$ cat src/logic/mmrwf_pkg.sv
// Constants, types and register map for the bus-side read and write FIFO pair
//------------------------------------------------------------
// Contract
// - While hold is set, no bus read takes a word from the read FIFO, and samples keep filling it.
// - When the read FIFO is full, sample_ready drops so that no sample is lost.
// - sample_ready is high only when the read FIFO can take a new sample.
// - bus_side_read_qualifier is high exactly when the bus read word carries a real FIFO word.
// - Each FIFO depth is a parameter that must be greater than 2.
// - The word format is signed integer, signed fractional or unsigned integer.
// - The fraction bit count counts only in the signed fractional format.
// - A bus-written word appears on downstream_word_out one cycle after downstream_ready.
// - While hold is set, written words are kept, then released in order one per clock.
// - downstream_word_out carries the oldest written word not yet delivered.
// - downstream_valid is high exactly when downstream_word_out holds a real word.
//------------------------------------------------------------
package mmrwf_pkg;

   typedef enum logic [1:0] {
      MMRWF_SIGNED_INT  = 2'h0,
      MMRWF_SIGNED_FRAC = 2'h1,
      MMRWF_UNSIGNED    = 2'h2
   } mmrwf_fmt_e;

   // Register bus
   localparam int         ADDR_W        = 4;
   localparam int         DATA_W        = 32;
   localparam logic [3:0] REG_RD_DATA   = 4'h0;
   localparam logic [3:0] REG_WR_DATA   = 4'h4;
   localparam logic [3:0] REG_STATUS    = 4'h8;
   localparam logic [3:0] REG_CTRL      = 4'hc;
   localparam int         CTRL_HOLD_BIT = 0;
   localparam logic       CTRL_RESET    = 1'h0;

   // Status fields
   localparam int ST_RD_EMPTY = 0;
   localparam int ST_RD_FULL  = 1;
   localparam int ST_WR_EMPTY = 2;
   localparam int ST_WR_FULL  = 3;
   localparam int ST_HOLD     = 4;
   localparam int ST_RD_COUNT = 8;
   localparam int ST_WR_COUNT = 16;

   // Queue and word format
   localparam int         FIFO_DEPTH = 8;
   localparam int         CNT_W      = $clog2(FIFO_DEPTH + 1);
   localparam mmrwf_fmt_e DATA_FMT   = MMRWF_SIGNED_FRAC;
   localparam int         INT_BITS   = 8;
   localparam int         FRAC_BITS  = 8;
   localparam logic       SINGLE_BIT = 1'h0;
   localparam int         WORD_W     = SINGLE_BIT ? 1 :
                                       (DATA_FMT == MMRWF_SIGNED_FRAC) ? INT_BITS + FRAC_BITS :
                                       INT_BITS;
   localparam logic       FMT_SIGNED = (DATA_FMT != MMRWF_UNSIGNED) && !SINGLE_BIT;

endpackage : mmrwf_pkg

$ cat src/logic/mmrwf_top.sv
// Bus-side read FIFO and write FIFO with a shared register port
//
// The register offsets and strobed register access were chosen for this implementation.
`timescale 1ns/1ps

//------------------------------------------------------------
// Queue of flip-flops
//------------------------------------------------------------
module mmrwf_fifo #(
   parameter int W     = 8,
   parameter int DEPTH = 8,
   parameter int CW    = 4
) (
   input  wire logic          clk,
   input  wire logic          rst,
   input  wire logic          in_valid,
   output wire logic          in_ready,
   input  wire logic [W-1:0]  in_data,
   output wire logic          out_valid,
   input  wire logic          out_ready,
   output wire logic [W-1:0]  out_data,
   output logic      [CW-1:0] count
);
   localparam int PW = $clog2(DEPTH);

   logic [W-1:0]  mem [DEPTH];
   logic [PW-1:0] wr_ptr;
   logic [PW-1:0] rd_ptr;

   wire       push  = in_valid && in_ready;
   wire       pop   = out_valid && out_ready;
   wire [PW-1:0] wr_ptr_inc = (wr_ptr == PW'(DEPTH - 1)) ? '0 : wr_ptr + 1'b1;
   wire [PW-1:0] rd_ptr_inc = (rd_ptr == PW'(DEPTH - 1)) ? '0 : rd_ptr + 1'b1;

   assign in_ready  = (count != CW'(DEPTH));
   assign out_valid = (count != '0);
   assign out_data  = mem[rd_ptr];

   always_ff @(posedge clk) begin
      if (push) begin
         mem[wr_ptr] <= in_data;
      end
   end

   always_ff @(posedge clk) begin
      if (rst) begin
         wr_ptr <= '0;
         rd_ptr <= '0;
         count  <= '0;
      end else begin
         if (push) wr_ptr <= wr_ptr_inc;
         if (pop) rd_ptr <= rd_ptr_inc;
         count <= count + CW'(push) - CW'(pop);
      end
   end
endmodule : mmrwf_fifo

//------------------------------------------------------------
// Top
//------------------------------------------------------------
module mmrwf_top import mmrwf_pkg::*; (
   input  wire logic              clk,
   input  wire logic              rst,
   // Register port
   input  wire logic [ADDR_W-1:0] addr,
   input  wire logic [DATA_W-1:0] bus_side_write_word,
   input  wire logic              wr_stb,
   input  wire logic              rd_stb,
   output logic      [DATA_W-1:0] bus_side_read_word,
   output logic                   bus_side_read_qualifier,
   // Sample side of the read FIFO
   input  wire logic [WORD_W-1:0] sample_in,
   input  wire logic              sample_qualifier,
   output wire logic              sample_ready,
   // Downstream side of the write FIFO
   input  wire logic              downstream_ready,
   output logic      [WORD_W-1:0] downstream_word_out,
   output logic                   downstream_valid
);

   //------------------------------------------------------------
   // Decode
   //------------------------------------------------------------
   logic              hold;
   wire               rd_data_sel = rd_stb && (addr == REG_RD_DATA);
   wire               wr_data_sel = wr_stb && (addr == REG_WR_DATA);
   wire               ctrl_wr     = wr_stb && (addr == REG_CTRL);

   wire               rd_out_valid;
   wire [WORD_W-1:0]  rd_head;
   wire [CNT_W-1:0]   rd_count;
   wire               rd_pop = rd_data_sel && !hold && rd_out_valid;

   wire               wr_in_ready;
   wire               wr_out_valid;
   wire [WORD_W-1:0]  wr_head;
   wire [CNT_W-1:0]   wr_count;
   // Output stage refills only on a ready cycle, giving the one-cycle delay
   wire               wr_pop = downstream_ready && !hold && wr_out_valid;

   //------------------------------------------------------------
   // Queues
   //------------------------------------------------------------
   // Samples are on this clock already, so no synchroniser
   mmrwf_fifo #(.W(WORD_W), .DEPTH(FIFO_DEPTH), .CW(CNT_W)) u_rd_fifo (
      .clk       (clk),
      .rst       (rst),
      .in_valid  (sample_qualifier),
      .in_ready  (sample_ready),
      .in_data   (sample_in),
      .out_valid (rd_out_valid),
      .out_ready (rd_pop),
      .out_data  (rd_head),
      .count     (rd_count)
   );

   // A write into a full queue is dropped; software checks status first
   mmrwf_fifo #(.W(WORD_W), .DEPTH(FIFO_DEPTH), .CW(CNT_W)) u_wr_fifo (
      .clk       (clk),
      .rst       (rst),
      .in_valid  (wr_data_sel),
      .in_ready  (wr_in_ready),
      .in_data   (bus_side_write_word[WORD_W-1:0]),
      .out_valid (wr_out_valid),
      .out_ready (wr_pop),
      .out_data  (wr_head),
      .count     (wr_count)
   );

   //------------------------------------------------------------
   // Read data formatting
   //------------------------------------------------------------
   // Signed formats extend the sign bit so software sees a plain int
   wire               sign_fill   = FMT_SIGNED && rd_head[WORD_W-1];
   wire [DATA_W-1:0]  rd_word_ext = {{(DATA_W - WORD_W){sign_fill}}, rd_head};
   wire [DATA_W-1:0]  status_word = {{(DATA_W - ST_WR_COUNT - CNT_W){1'b0}}, wr_count,
                                     {(ST_WR_COUNT - ST_RD_COUNT - CNT_W){1'b0}}, rd_count,
                                     {(ST_RD_COUNT - ST_HOLD - 1){1'b0}}, hold,
                                     !wr_in_ready, !wr_out_valid,
                                     !sample_ready, !rd_out_valid};
   wire [DATA_W-1:0]  ctrl_word   = {{(DATA_W - 1){1'b0}}, hold};

   wire [DATA_W-1:0]  next_read_word =
      (rd_pop)                                 ? rd_word_ext :
      (rd_stb && addr == REG_STATUS)           ? status_word :
      (rd_stb && addr == REG_CTRL)             ? ctrl_word   :
                                                 '0;

   //------------------------------------------------------------
   // Registers
   //------------------------------------------------------------
   always_ff @(posedge clk) begin
      if (rst) begin
         hold <= CTRL_RESET;
      end else if (ctrl_wr) begin
         hold <= bus_side_write_word[CTRL_HOLD_BIT];
      end
   end

   always_ff @(posedge clk) begin
      if (rst) begin
         bus_side_read_word      <= '0;
         bus_side_read_qualifier <= 1'b0;
      end else begin
         bus_side_read_word      <= next_read_word;
         bus_side_read_qualifier <= rd_pop;
      end
   end

   always_ff @(posedge clk) begin
      if (rst) begin
         downstream_word_out <= '0;
         downstream_valid    <= 1'b0;
      end else begin
         if (wr_pop) downstream_word_out <= wr_head;
         downstream_valid <= wr_pop;
      end
   end
endmodule : mmrwf_top

$ cat config.mk
export PLATFORM = sky130hd
export DESIGN_NAME = mmrwf_top
export DESIGN_NICKNAME = d
export VERILOG_FILES = /design/src/logic/mmrwf_pkg.sv /design/src/logic/mmrwf_top.sv
export SDC_FILE = /design/constraint.sdc
export NUM_CORES = 1
export LEC_CHECK = 0
export BUFFER_PORTS_ARGS = -buffer_cell sky130_fd_sc_hd__buf_2
export CORE_UTILIZATION = 55
export CTS_CLUSTER_SIZE = 10
export DETAILED_ROUTE_END_ITERATION = 8
export GPL_TIMING_DRIVEN = 0
export PLACE_DENSITY_LB_ADDON = 0.15
export SKIP_LAST_GASP = 1
export SLEW_MARGIN = 25
export SYNTH_ARGS = -nofsm -noshare
export SYNTH_HDL_FRONTEND = slang
export SYNTH_SLANG_ARGS = --single-unit
$ cat constraint.sdc
create_clock -name clk -period 4.1 [get_ports clk]
set_clock_uncertainty 0.2 [all_clocks]
set_input_delay 0.82 -clock clk [delete_from_list [all_inputs] [get_ports clk]]
set_output_delay 0.82 -clock clk [all_outputs]
set_load 0.01 [all_outputs]
Yosys cells after proc, flatten, opt, wreduce, memory -nomap -nowiden
Memory sizes are Yosys's and may differ from the RTL's. A register that Yosys moved wholly into a read port is not among the register bits.
Index checks and enable logic that the tools add are counted.
W data, S select, Z words.
{"block": "totals", "out_inout_bits": 51, "rom_bits": 0, "word_cells": 63, "memories": 2, "inputBits": 58, "reg_bits": 55, "ram_bits": 256, "latch_bits": 0}
{"block": "classes", "muxes": 13, "reduce_logical": 21, "div_mod_pow": 0, "magnitude_cmp": 0, "n_mul": 0, "eq_ne": 9, "n_bitwise": 0, "n_addsub": 8, "n_shift": 0}
{"name": "u_rd_fifo.mem", "words": 8, "word_bits": 16, "rd": 1, "rd_ports_with_merged_regs": 1, "wr": 1, "line_no": "mmrwf_top.sv:26", "text": "logic [W-1:0] mem [DEPTH];"}
{"name": "u_wr_fifo.mem", "words": 8, "word_bits": 16, "rd": 1, "rd_ports_with_merged_regs": 1, "wr": 1, "line_no": "mmrwf_top.sv:26"}
{"cell": "$mux W32", "n": 1}
{"cell": "$mux W20", "n": 1}
{"cell": "$mux W3", "n": 6}
{"cell": "$logic_and A1 B1 Y1", "n": 13}
{"cell": "$add A3 B1 Y3 const B", "n": 4}
{"cell": "$eq A3 B3 Y1 const B", "n": 4}
{"cell": "$add A4 B1 Y4", "n": 2}
{"cell": "$eq A4 B4 Y1 const B", "n": 2}
{"cell": "$ne A4 B4 Y1 const B", "n": 2}
{"cell": "$reduce_bool A4 Y1", "n": 2}
{"cell": "$sub A4 B1 Y4", "n": 2}
{"cell": "$logic_not A1 Y1", "n": 5}
{"cell": "$mux W1", "n": 5}
{"cell": "$eq A4 B3 Y1 const B", "n": 1}
{"cell": "$logic_not A4 Y1", "n": 1}

Logic depth before layout (Yosys ltp)
Gate-level depths: netlist of run 1.
{"block": "logic_depth", "word_depth": 7, "mapped_depth": 13, "ltp_nobuf": 12}

Modules after synthesis
A second synthesis of run 1 with hierarchy kept.
{"block": "unflattened", "cells_unflattened": 671, "hier_area_um2": 12732.2}
{"module": "mmrwf_fifo", "seq_area_each_um2": 4103.9, "area_per_inst_um2": 5630.4, "cells_per_inst": 261, "n_inst": 2}
{"module": "mmrwf_top", "seq_area_each_um2": 780.7, "area_per_inst_um2": 1471.4, "cells_per_inst": 149, "n_inst": 1}

Worst setup path before layout of run 1
Ideal clock, no wire load.
{"block": "synth_timing", "kind": "input-to-reg", "from": "input addr[1]", "to": "memory u_wr_fifo.mem[0][0] (netlist bit) (enable)", "setup_time_ps": 409, "path_stages": 4, "t_required_ps": 3491, "arrival_time_ps": 2721, "n_path_buf": 0, "setup_slack_ps": 770, "path_cell_list": "nor2_1 -> nor4b_4 -> nand2b_2 -> nor3_1"}
{"block": "synth_via", "elab_chain_cells": 5}
{"item": "from (decl)", "line_no": "mmrwf_top.sv:65", "text": "input wire logic [ADDR_W-1:0] addr,"}
{"item": "$eq A4 B3 Y1", "line_no": "mmrwf_top.sv:86", "text": "wire wr_data_sel = wr_stb && (addr == REG_WR_DATA);"}
{"item": "$logic_and A1 B1 Y1", "line_no": "mmrwf_top.sv:86"}
{"item": "$logic_and A1 B1 Y1", "line_no": "mmrwf_top.sv:30", "text": "wire push = in_valid && in_ready;"}
{"item": "net u_wr_fifo.push", "line_no": "mmrwf_top.sv:30"}
{"item": "$mux W1", "line_no": "mmrwf_top.sv:40", "text": "if (push) begin"}
{"item": "$mux W1 (implied by the code)", "line_no": "mmrwf_top.sv:41", "text": "mem[wr_ptr] <= in_data;"}
{"item": "to (decl)", "line_no": "mmrwf_top.sv:26"}
The timed path passes the listed nets, and every way through them passes these cells.

Worst setup path in the final report of run 1
{"block": "layout_timing", "from": "register u_wr_fifo.count[2]", "to": "register u_wr_fifo.count[2]"}
{"block": "layout_via", "elab_chain_cells": 4, "elab_cells_between_ends": 7, "cone_classes": "add/sub: 2; eq/ne: 1; reduce/logical: 4"}
{"item": "from (decl)", "line_no": "mmrwf_top.sv:22", "text": "output logic [CW-1:0] count"}
{"item": "from (signal assigned)", "line_no": "mmrwf_top.sv:53", "text": "count <= count + CW'(push) - CW'(pop);"}
{"item": "$reduce_bool A4 Y1", "line_no": "mmrwf_top.sv:36", "text": "assign out_valid = (count != '0);"}
{"item": "$logic_and A1 B1 Y1", "line_no": "mmrwf_top.sv:99", "text": "wire wr_pop = downstream_ready && !hold && wr_out_valid;"}
{"item": "net u_wr_fifo.out_ready", "line_no": "mmrwf_top.sv:20", "text": "input wire logic out_ready,"}
{"item": "$logic_and A1 B1 Y1", "line_no": "mmrwf_top.sv:31", "text": "wire pop = out_valid && out_ready;"}
{"item": "$sub A4 B1 Y4", "line_no": "mmrwf_top.sv:53"}
The timed path passes the listed nets, and every way through them passes these cells.
A chain may end at the register's enable or synchronous reset.

==> results of run 1 <==
-- stage by stage --
step	cell area, um^2	setup TNS [ps]	hold slack, ps
floorplan	12200	0	250
finish	14400	0	298
CTS	14400	0	299
detailed placement	13300	0	290
global placement	13000	-33360	269
global route	14400	0	322
-- sequential cells by signal (all words and copies together) (netlist names), named ones only --
signal,flops
u_rd_fifo.rd_ptr,3
u_wr_fifo.count,4
bus_side_read_qualifier,1
u_rd_fifo.mem,128
u_rd_fifo.wr_ptr,3
downstream_word_out,16
downstream_valid,1
u_rd_fifo.count,4
bus_side_read_word,20
hold,1
u_wr_fifo.wr_ptr,3
u_wr_fifo.mem,128
u_wr_fifo.rd_ptr,3
-- cell usage in the layout, fill, tap and decap left out, drive strengths merged --
master,netlist,final
nand2,18,18
or3,3,3
nand3,1,1
nor4b,2,2
or3b,4,4
xnor2,3,3
nor4,1,1
clkinvlp,0,1
nor3,7,7
inv,17,17
or2,1,1
clkbuf,7,74
nand2b,5,5
o22ai,10,10
ha,20,20
nand4,2,2
dfxtp,62,62
o21ai,1,1
xor2,1,1
nor2b,3,3
nor2,42,42
o2bb2ai,2,2
a21o,3,3
clkinv,0,1
nand3b,4,4
mux2i,35,35
edfxtp,256,256
fa,2,2
mux4,64,64
a211oi,16,16
nor3b,5,5
buf,34,147
a21oi,12,12
-- cell families (layout without fill, tap and decap cells) --
kind of cell / after synthesis / after routing / synth area share
buffers and inverters: 58 / 240 / 0.0267
and+or+nand+nor: 98 / 98 / 0.0441
AOI/OAI and AO/OA: 44 / 44 / 0.0236
xor gates and xnor gates: 4 / 4 / 0.00287
adders and majority gates: 22 / 22 / 0.0238
DFF: 318 / 318 / 0.732
muxes: 99 / 99 / 0.147
-- power groups by stage --
| stage | clock, mW | combinational [mW] | sequential, mW |
|---|---|---|---|
| finish | 3.04 | 1.17 | 3.74 |
| global route | 3.25 | 1.28 | 3.75 |
| CTS | 3.10 | 1.18 | 3.74 |
| detailed placement | 0 | 1.18 | 3.80 |
| global placement | 0 | 1.10 | 3.80 |
| floorplan | 0 | 0.769 | 3.81 |
-- area by class of cell --
class	count	area (um^2)
flip-flops and latches	318	8930
clock buffers	67	1130
clock inverters	2	11.3
multi-input cells	267	3040
inverters	17	63.8
repair buffers	113	663
well taps	280	350
fillers	1471	7310
plain buffers	41	262
-- routing by layer --
layer  track usage  vias up  wire [um]
li1              -     2844          -
met1         0.309     3216      10200
met2         0.373      201      12300
met3        0.0395       32       1390
met4        0.0630        0        395
met5             0        -          0
-- worst register-to-register path, stage by stage, from the launching register on --
cell and delay (ps):
dfxtp_1 300, inv_1 120, ha_1 160, or3b_1 400
nand3b_2 220, inv_2 130, buf_2 260, ha_1 320
inv_1 40, ha_1 210, fa_1 400, xnor2_1 170
nor2_1 50
-- how the worst max path moves through the flow --
| stage | end | slack, ps | depth (start not counted) |
|---|---|---|---|
| after floorplan | u_wr_fifo.mem[0][0] | 770 | 4 |
| after global placement | u_rd_fifo.mem[0][2] | -840 | 3 |
| after detailed placement | u_wr_fifo.mem[0][14] | 750 | 6 |
| after CTS | u_wr_fifo.count[2] | 990 | 12 |
| after global routing | u_wr_fifo.count[2] | 880 | 12 |
| final | u_wr_fifo.count[2] | 990 | 12 |
==> results.ini, run 1 <==
[detailed_routing]
wl_um=24300
post_drt_via_cell_ratio=5.70
remaining_drc_errors=0
firstDrtPassIters=5
wire_per_inst_um=22.0
ant_nets=0
drt_iter0_drc=422
num_vias=6293

[layout]
syn_to_final_growth_pct=18.4
final_cells=1105
final_util=0.664
drive_above_1_share=0.342
n_antenna_cell=0
final_nets=876

[timing]
period_minus_slack_ps=3110
slew_viol_final=0
finalSetupViolCount=0
rsz0062_at_grt=false
relSlewSlack=0.410
max_freq_mhz=321
worstMarginPinSlew_ps=877
min_period_over_period=0.759
hold_viol=0
final.setup.worst_slack_ps=987

[clock_network]
clkSinkCount=318
postCtsSetupBuffers=0
cts_resized=0
cts_tree=built
ctsHoldBuffers=0
max-clock-path-buffers=3
cts-root-buf=clkbuf_16
cts.reportedPaths.clkPinSlew_ps=50
cts_buffers=38
clk_latency_ps=500
htreeDepth=2

[critical_path]
crit_fanout=10
crit_start=u_wr_fifo.count[2]
endpoint_kind=register
crit_chain=inv_1, ha_1, or3b_1, nand3b_2, inv_2, buf_2, ha_1, inv_1, ha_1, fa_1, xnor2_1, nor2_1
reg2reg_slack_ps=990
crit_buf_inv=4
cpMaxStageDelayCell=or3b_1
cp_top_family=adder cells
cpPeakStageDelay_ps=400
crit_required_ps=4280
timing_worst_setup_path_type=reg2reg
reg2reg_to=u_wr_fifo.count[2]
arrival_ps=3290
startpoint_type=register
worstRegToRegCells=12
timing.critical_path.mode_cell=ha_1
r2r-start=u_wr_fifo.count[2]

[power_and_ir_drop]
comb_power_share=0.147
internal_power_mw=6.04
total_power_mw=7.95
pwr-share-seq=0.470
p_sw_frac=0.240
powerDensity_nw_per_um2=550
p_clk_frac=0.383
p_leak_nw=5.02
ir_worst_vdd_uv=315
p_switching_mw=1.91

[place]
dp_cells=1036
gp_congestion=0.766
post-dp-hpwl_um=16200
portBuffers=92
place_ws_ps=752

[global_route]
grt_pass1_wl_um=36900
grt_max_degree=17
gr-total-overflow=0
antenna_found_initial=0
grt_pass1_vias=6465
grt_use_total=0.225

[synthesis]
synth_ff_type=edfxtp_1
synth_fp_nets=723
ys_ff_latch=318
synth.cell_area_um2=12200
synth_common_cells=edfxtp_1 (256), mux4_2 (64), dfxtp_1 (62)
syn_area_per_cell_um2=19.0
yosysSeqAreaShare=0.732
syn-instance-count=643
synth_edf_count=256
netlist.area_leader.share=0.630
synthMostInstantiatedCell=edfxtp_1
synth-warning-count=0
async_reset_ff_frac=0
synth.area.top_cells=edfxtp_1 (63%), mux4_2 (12%), dfxtp_1 (10%)
netlist-cell-type-count=43
yosys.area.top_type=edfxtp_1

[min_path]
hold_class=reg2reg
min_path_cells=2
min_to=downstream_word_out[3]
worstHoldStart=downstream_word_out[3]

[floorplanning]
io_pins=109
core_um2=21800
die_h_um=151
die_w_um=151
start_util=0.561
die_area_um2=22800
fp-row-count=54

[flow_run]
cap_violations=0

[run_status]
status=finished, final reports clean

(Power assumes the default switching activity.)
==> run 2: changes to the inputs <==
==> constraint.sdc (replaced) <==
create_clock -name clk -period 3.22 [get_ports clk]
set_clock_uncertainty 0.2 [all_clocks]
set_input_delay 0.644 -clock clk [delete_from_list [all_inputs] [get_ports clk]]
set_output_delay 0.644 -clock clk [all_outputs]
set_load 0.01 [all_outputs]
==> results.ini, run 2 (synthesis results as in run 1) <==
[critical_path]
crit_required_ps=3400  ; -880 ps
cp_top_family=adder cells
crit_fanout=10  ; unchanged
timing.critical_path.mode_cell=ha_1
arrival_ps=3220  ; -70 ps
crit_chain=inv_1, ha_1, or3b_1, nand3b_4, inv_2, buf_2, ha_1, inv_1, ha_1, fa_1, xnor2_1, nor2_1
cpPeakStageDelay_ps=430  ; +30 ps
cpMaxStageDelayCell=or3b_1
timing_worst_setup_path_type=reg2reg
endpoint_kind=register
startpoint_type=register
crit_buf_inv=4  ; unchanged

[place]
dp_cells=1036  ; unchanged
gp_congestion=0.766  ; unchanged
post-dp-hpwl_um=16200  ; unchanged
portBuffers=92  ; unchanged
place_area_um2=13300  ; unchanged
place_ws_ps=48.3  ; -704 ps

[global_route]
grt_max_degree=17  ; unchanged
gr-total-overflow=0  ; unchanged
grt_pass1_wl_um=36900  ; unchanged
grt_pass1_vias=6465  ; unchanged
antenna_found_initial=0  ; unchanged
grt_use_total=0.225  ; unchanged

[floorplanning]
die_w_um=151  ; unchanged
start_util=0.561  ; unchanged
io_pins=109  ; unchanged
core_um2=21800  ; unchanged
die_h_um=151  ; unchanged
fp-row-count=54  ; unchanged
die_area_um2=22800  ; unchanged

[detailed_routing]
remaining_drc_errors=0  ; unchanged
num_vias=6285  ; -0.13%
drt_iter0_drc=431  ; +2.1%
firstDrtPassIters=4  ; -1
post_drt_via_cell_ratio=5.69  ; -0.13%
wl_um=24300  ; +0.23%
ant_nets=0  ; unchanged
wire_per_inst_um=22.0  ; +0.23%

[layout]
fillerInstances=1471  ; unchanged
top_regs=u_rd_fifo.mem x128, u_wr_fifo.mem x128, bus_side_read_word x20
final_nets=876  ; unchanged
final_util=0.664  ; about the same
design_area_um2=14500  ; about the same
mostFrequentLayoutCell=edfxtp_1
n_antenna_cell=0  ; unchanged
syn_to_final_growth_pct=18.5  ; about the same
drive_above_1_share=0.342  ; unchanged
final_cells=1105  ; unchanged
layout_common_cells=edfxtp_1 (256), buf_2 (108), mux4_2 (64), dfxtp_1 (62), clkbuf_16 (41)

[clock_network]
cts.reportedPaths.clkPinSlew_ps=50  ; about the same
max-clock-path-buffers=3  ; unchanged
cts_tree=built
clk_latency_ps=510  ; about the same
cts-root-buf=clkbuf_16
cts_buffers=38  ; unchanged
htreeDepth=2  ; unchanged
ctsHoldBuffers=0  ; unchanged
clkSinkCount=318  ; unchanged

[timing]
hold_viol=0  ; unchanged
final.setup.worst_slack_ps=172  ; -815 ps
tns_ps=0  ; unchanged
finalSetupViolCount=0  ; unchanged
worstMarginPinSlew_ps=866  ; -11.6 ps
fin_hold_ws_ps=201  ; -97.1 ps
period_minus_slack_ps=3050  ; -64.9 ps
max_freq_mhz=328  ; +2.1%
relSlewSlack=0.418  ; +0.00780
slew_viol_final=0  ; unchanged
rsz0062_at_grt=false
min_period_over_period=0.947  ; +0.187

[min_path]
hold_class=in2reg

[power_and_ir_drop]
powerDensity_nw_per_um2=701  ; +27%
p_leak_nw=5.03  ; +0.16%
total_power_mw=10.1  ; +27%
ir_worst_vdd_uv=401  ; +27%

[run_status]
status=finished, final reports clean

[flow_run]
cap_violations=0  ; unchanged

## run 2: cell count changes in the layout (fill, tap and decap cells not counted)
cell and change:
nand3b_2 -1, nand3b_4 +1
## run 2: worst reg2reg max path: cells and delay by family (launching register included)
family / cells / cell delay [ps]
xor gates and xnor gates: 1 / 170
adders and majority gates: 4 / 1090
buffers and inverters: 4 / 520
DFF: 1 / 300
and+or+nand+nor: 3 / 650
## run 2: layout make-up
cell class	instances	area [um^2]	share of cell area
Sequential cell	318	8930	0.618
Inverter	17	63.8	0.00441
Buffer	41	262	0.0181
Tap cell	280	350	0.0242
Clock buffer	67	1130	0.0784
Timing Repair Buffer	113	663	0.0459
Clock inverter	2	11.3	0.000779
Multi-Input combinational cell	267	3040	0.211
## run 2: where the power goes
part           switching (mW)  internal (mW)  total [mW]  leakage, nW
Clock                    1.51           2.37        3.88        0.544
Combinational           0.824          0.669        1.49         1.67
Sequential              0.102           4.66        4.76         2.82
## run 2: repair_timing
action	CTS	global route
endpoints found under the hold margin	0	0
resized for setup	0	1
setup endpoints to repair	0	1
setup buffers	0	0
## run 2: path summary, 6_finish.rpt
check,startpoint,endpoint,slack (ps),depth (start not counted)
setup reg to reg,u_wr_fifo.count[2],u_wr_fifo.count[2],170,12
setup / recovery,u_wr_fifo.count[2],u_wr_fifo.count[2],170,12
hold / removal,sample_in[2],u_rd_fifo.mem[3][2],200,1
hold reg to reg,u_rd_fifo.rd_ptr[1],register,300,2
## run 2: layer usage
metal	wire length, um	vias to the layer above	GRT usage
met5	0	-	0
met4	395	0	0.0630
met3	1310	32	0.0395
met2	12400	175	0.373
met1	10200	3227	0.309
li1	-	2851	-
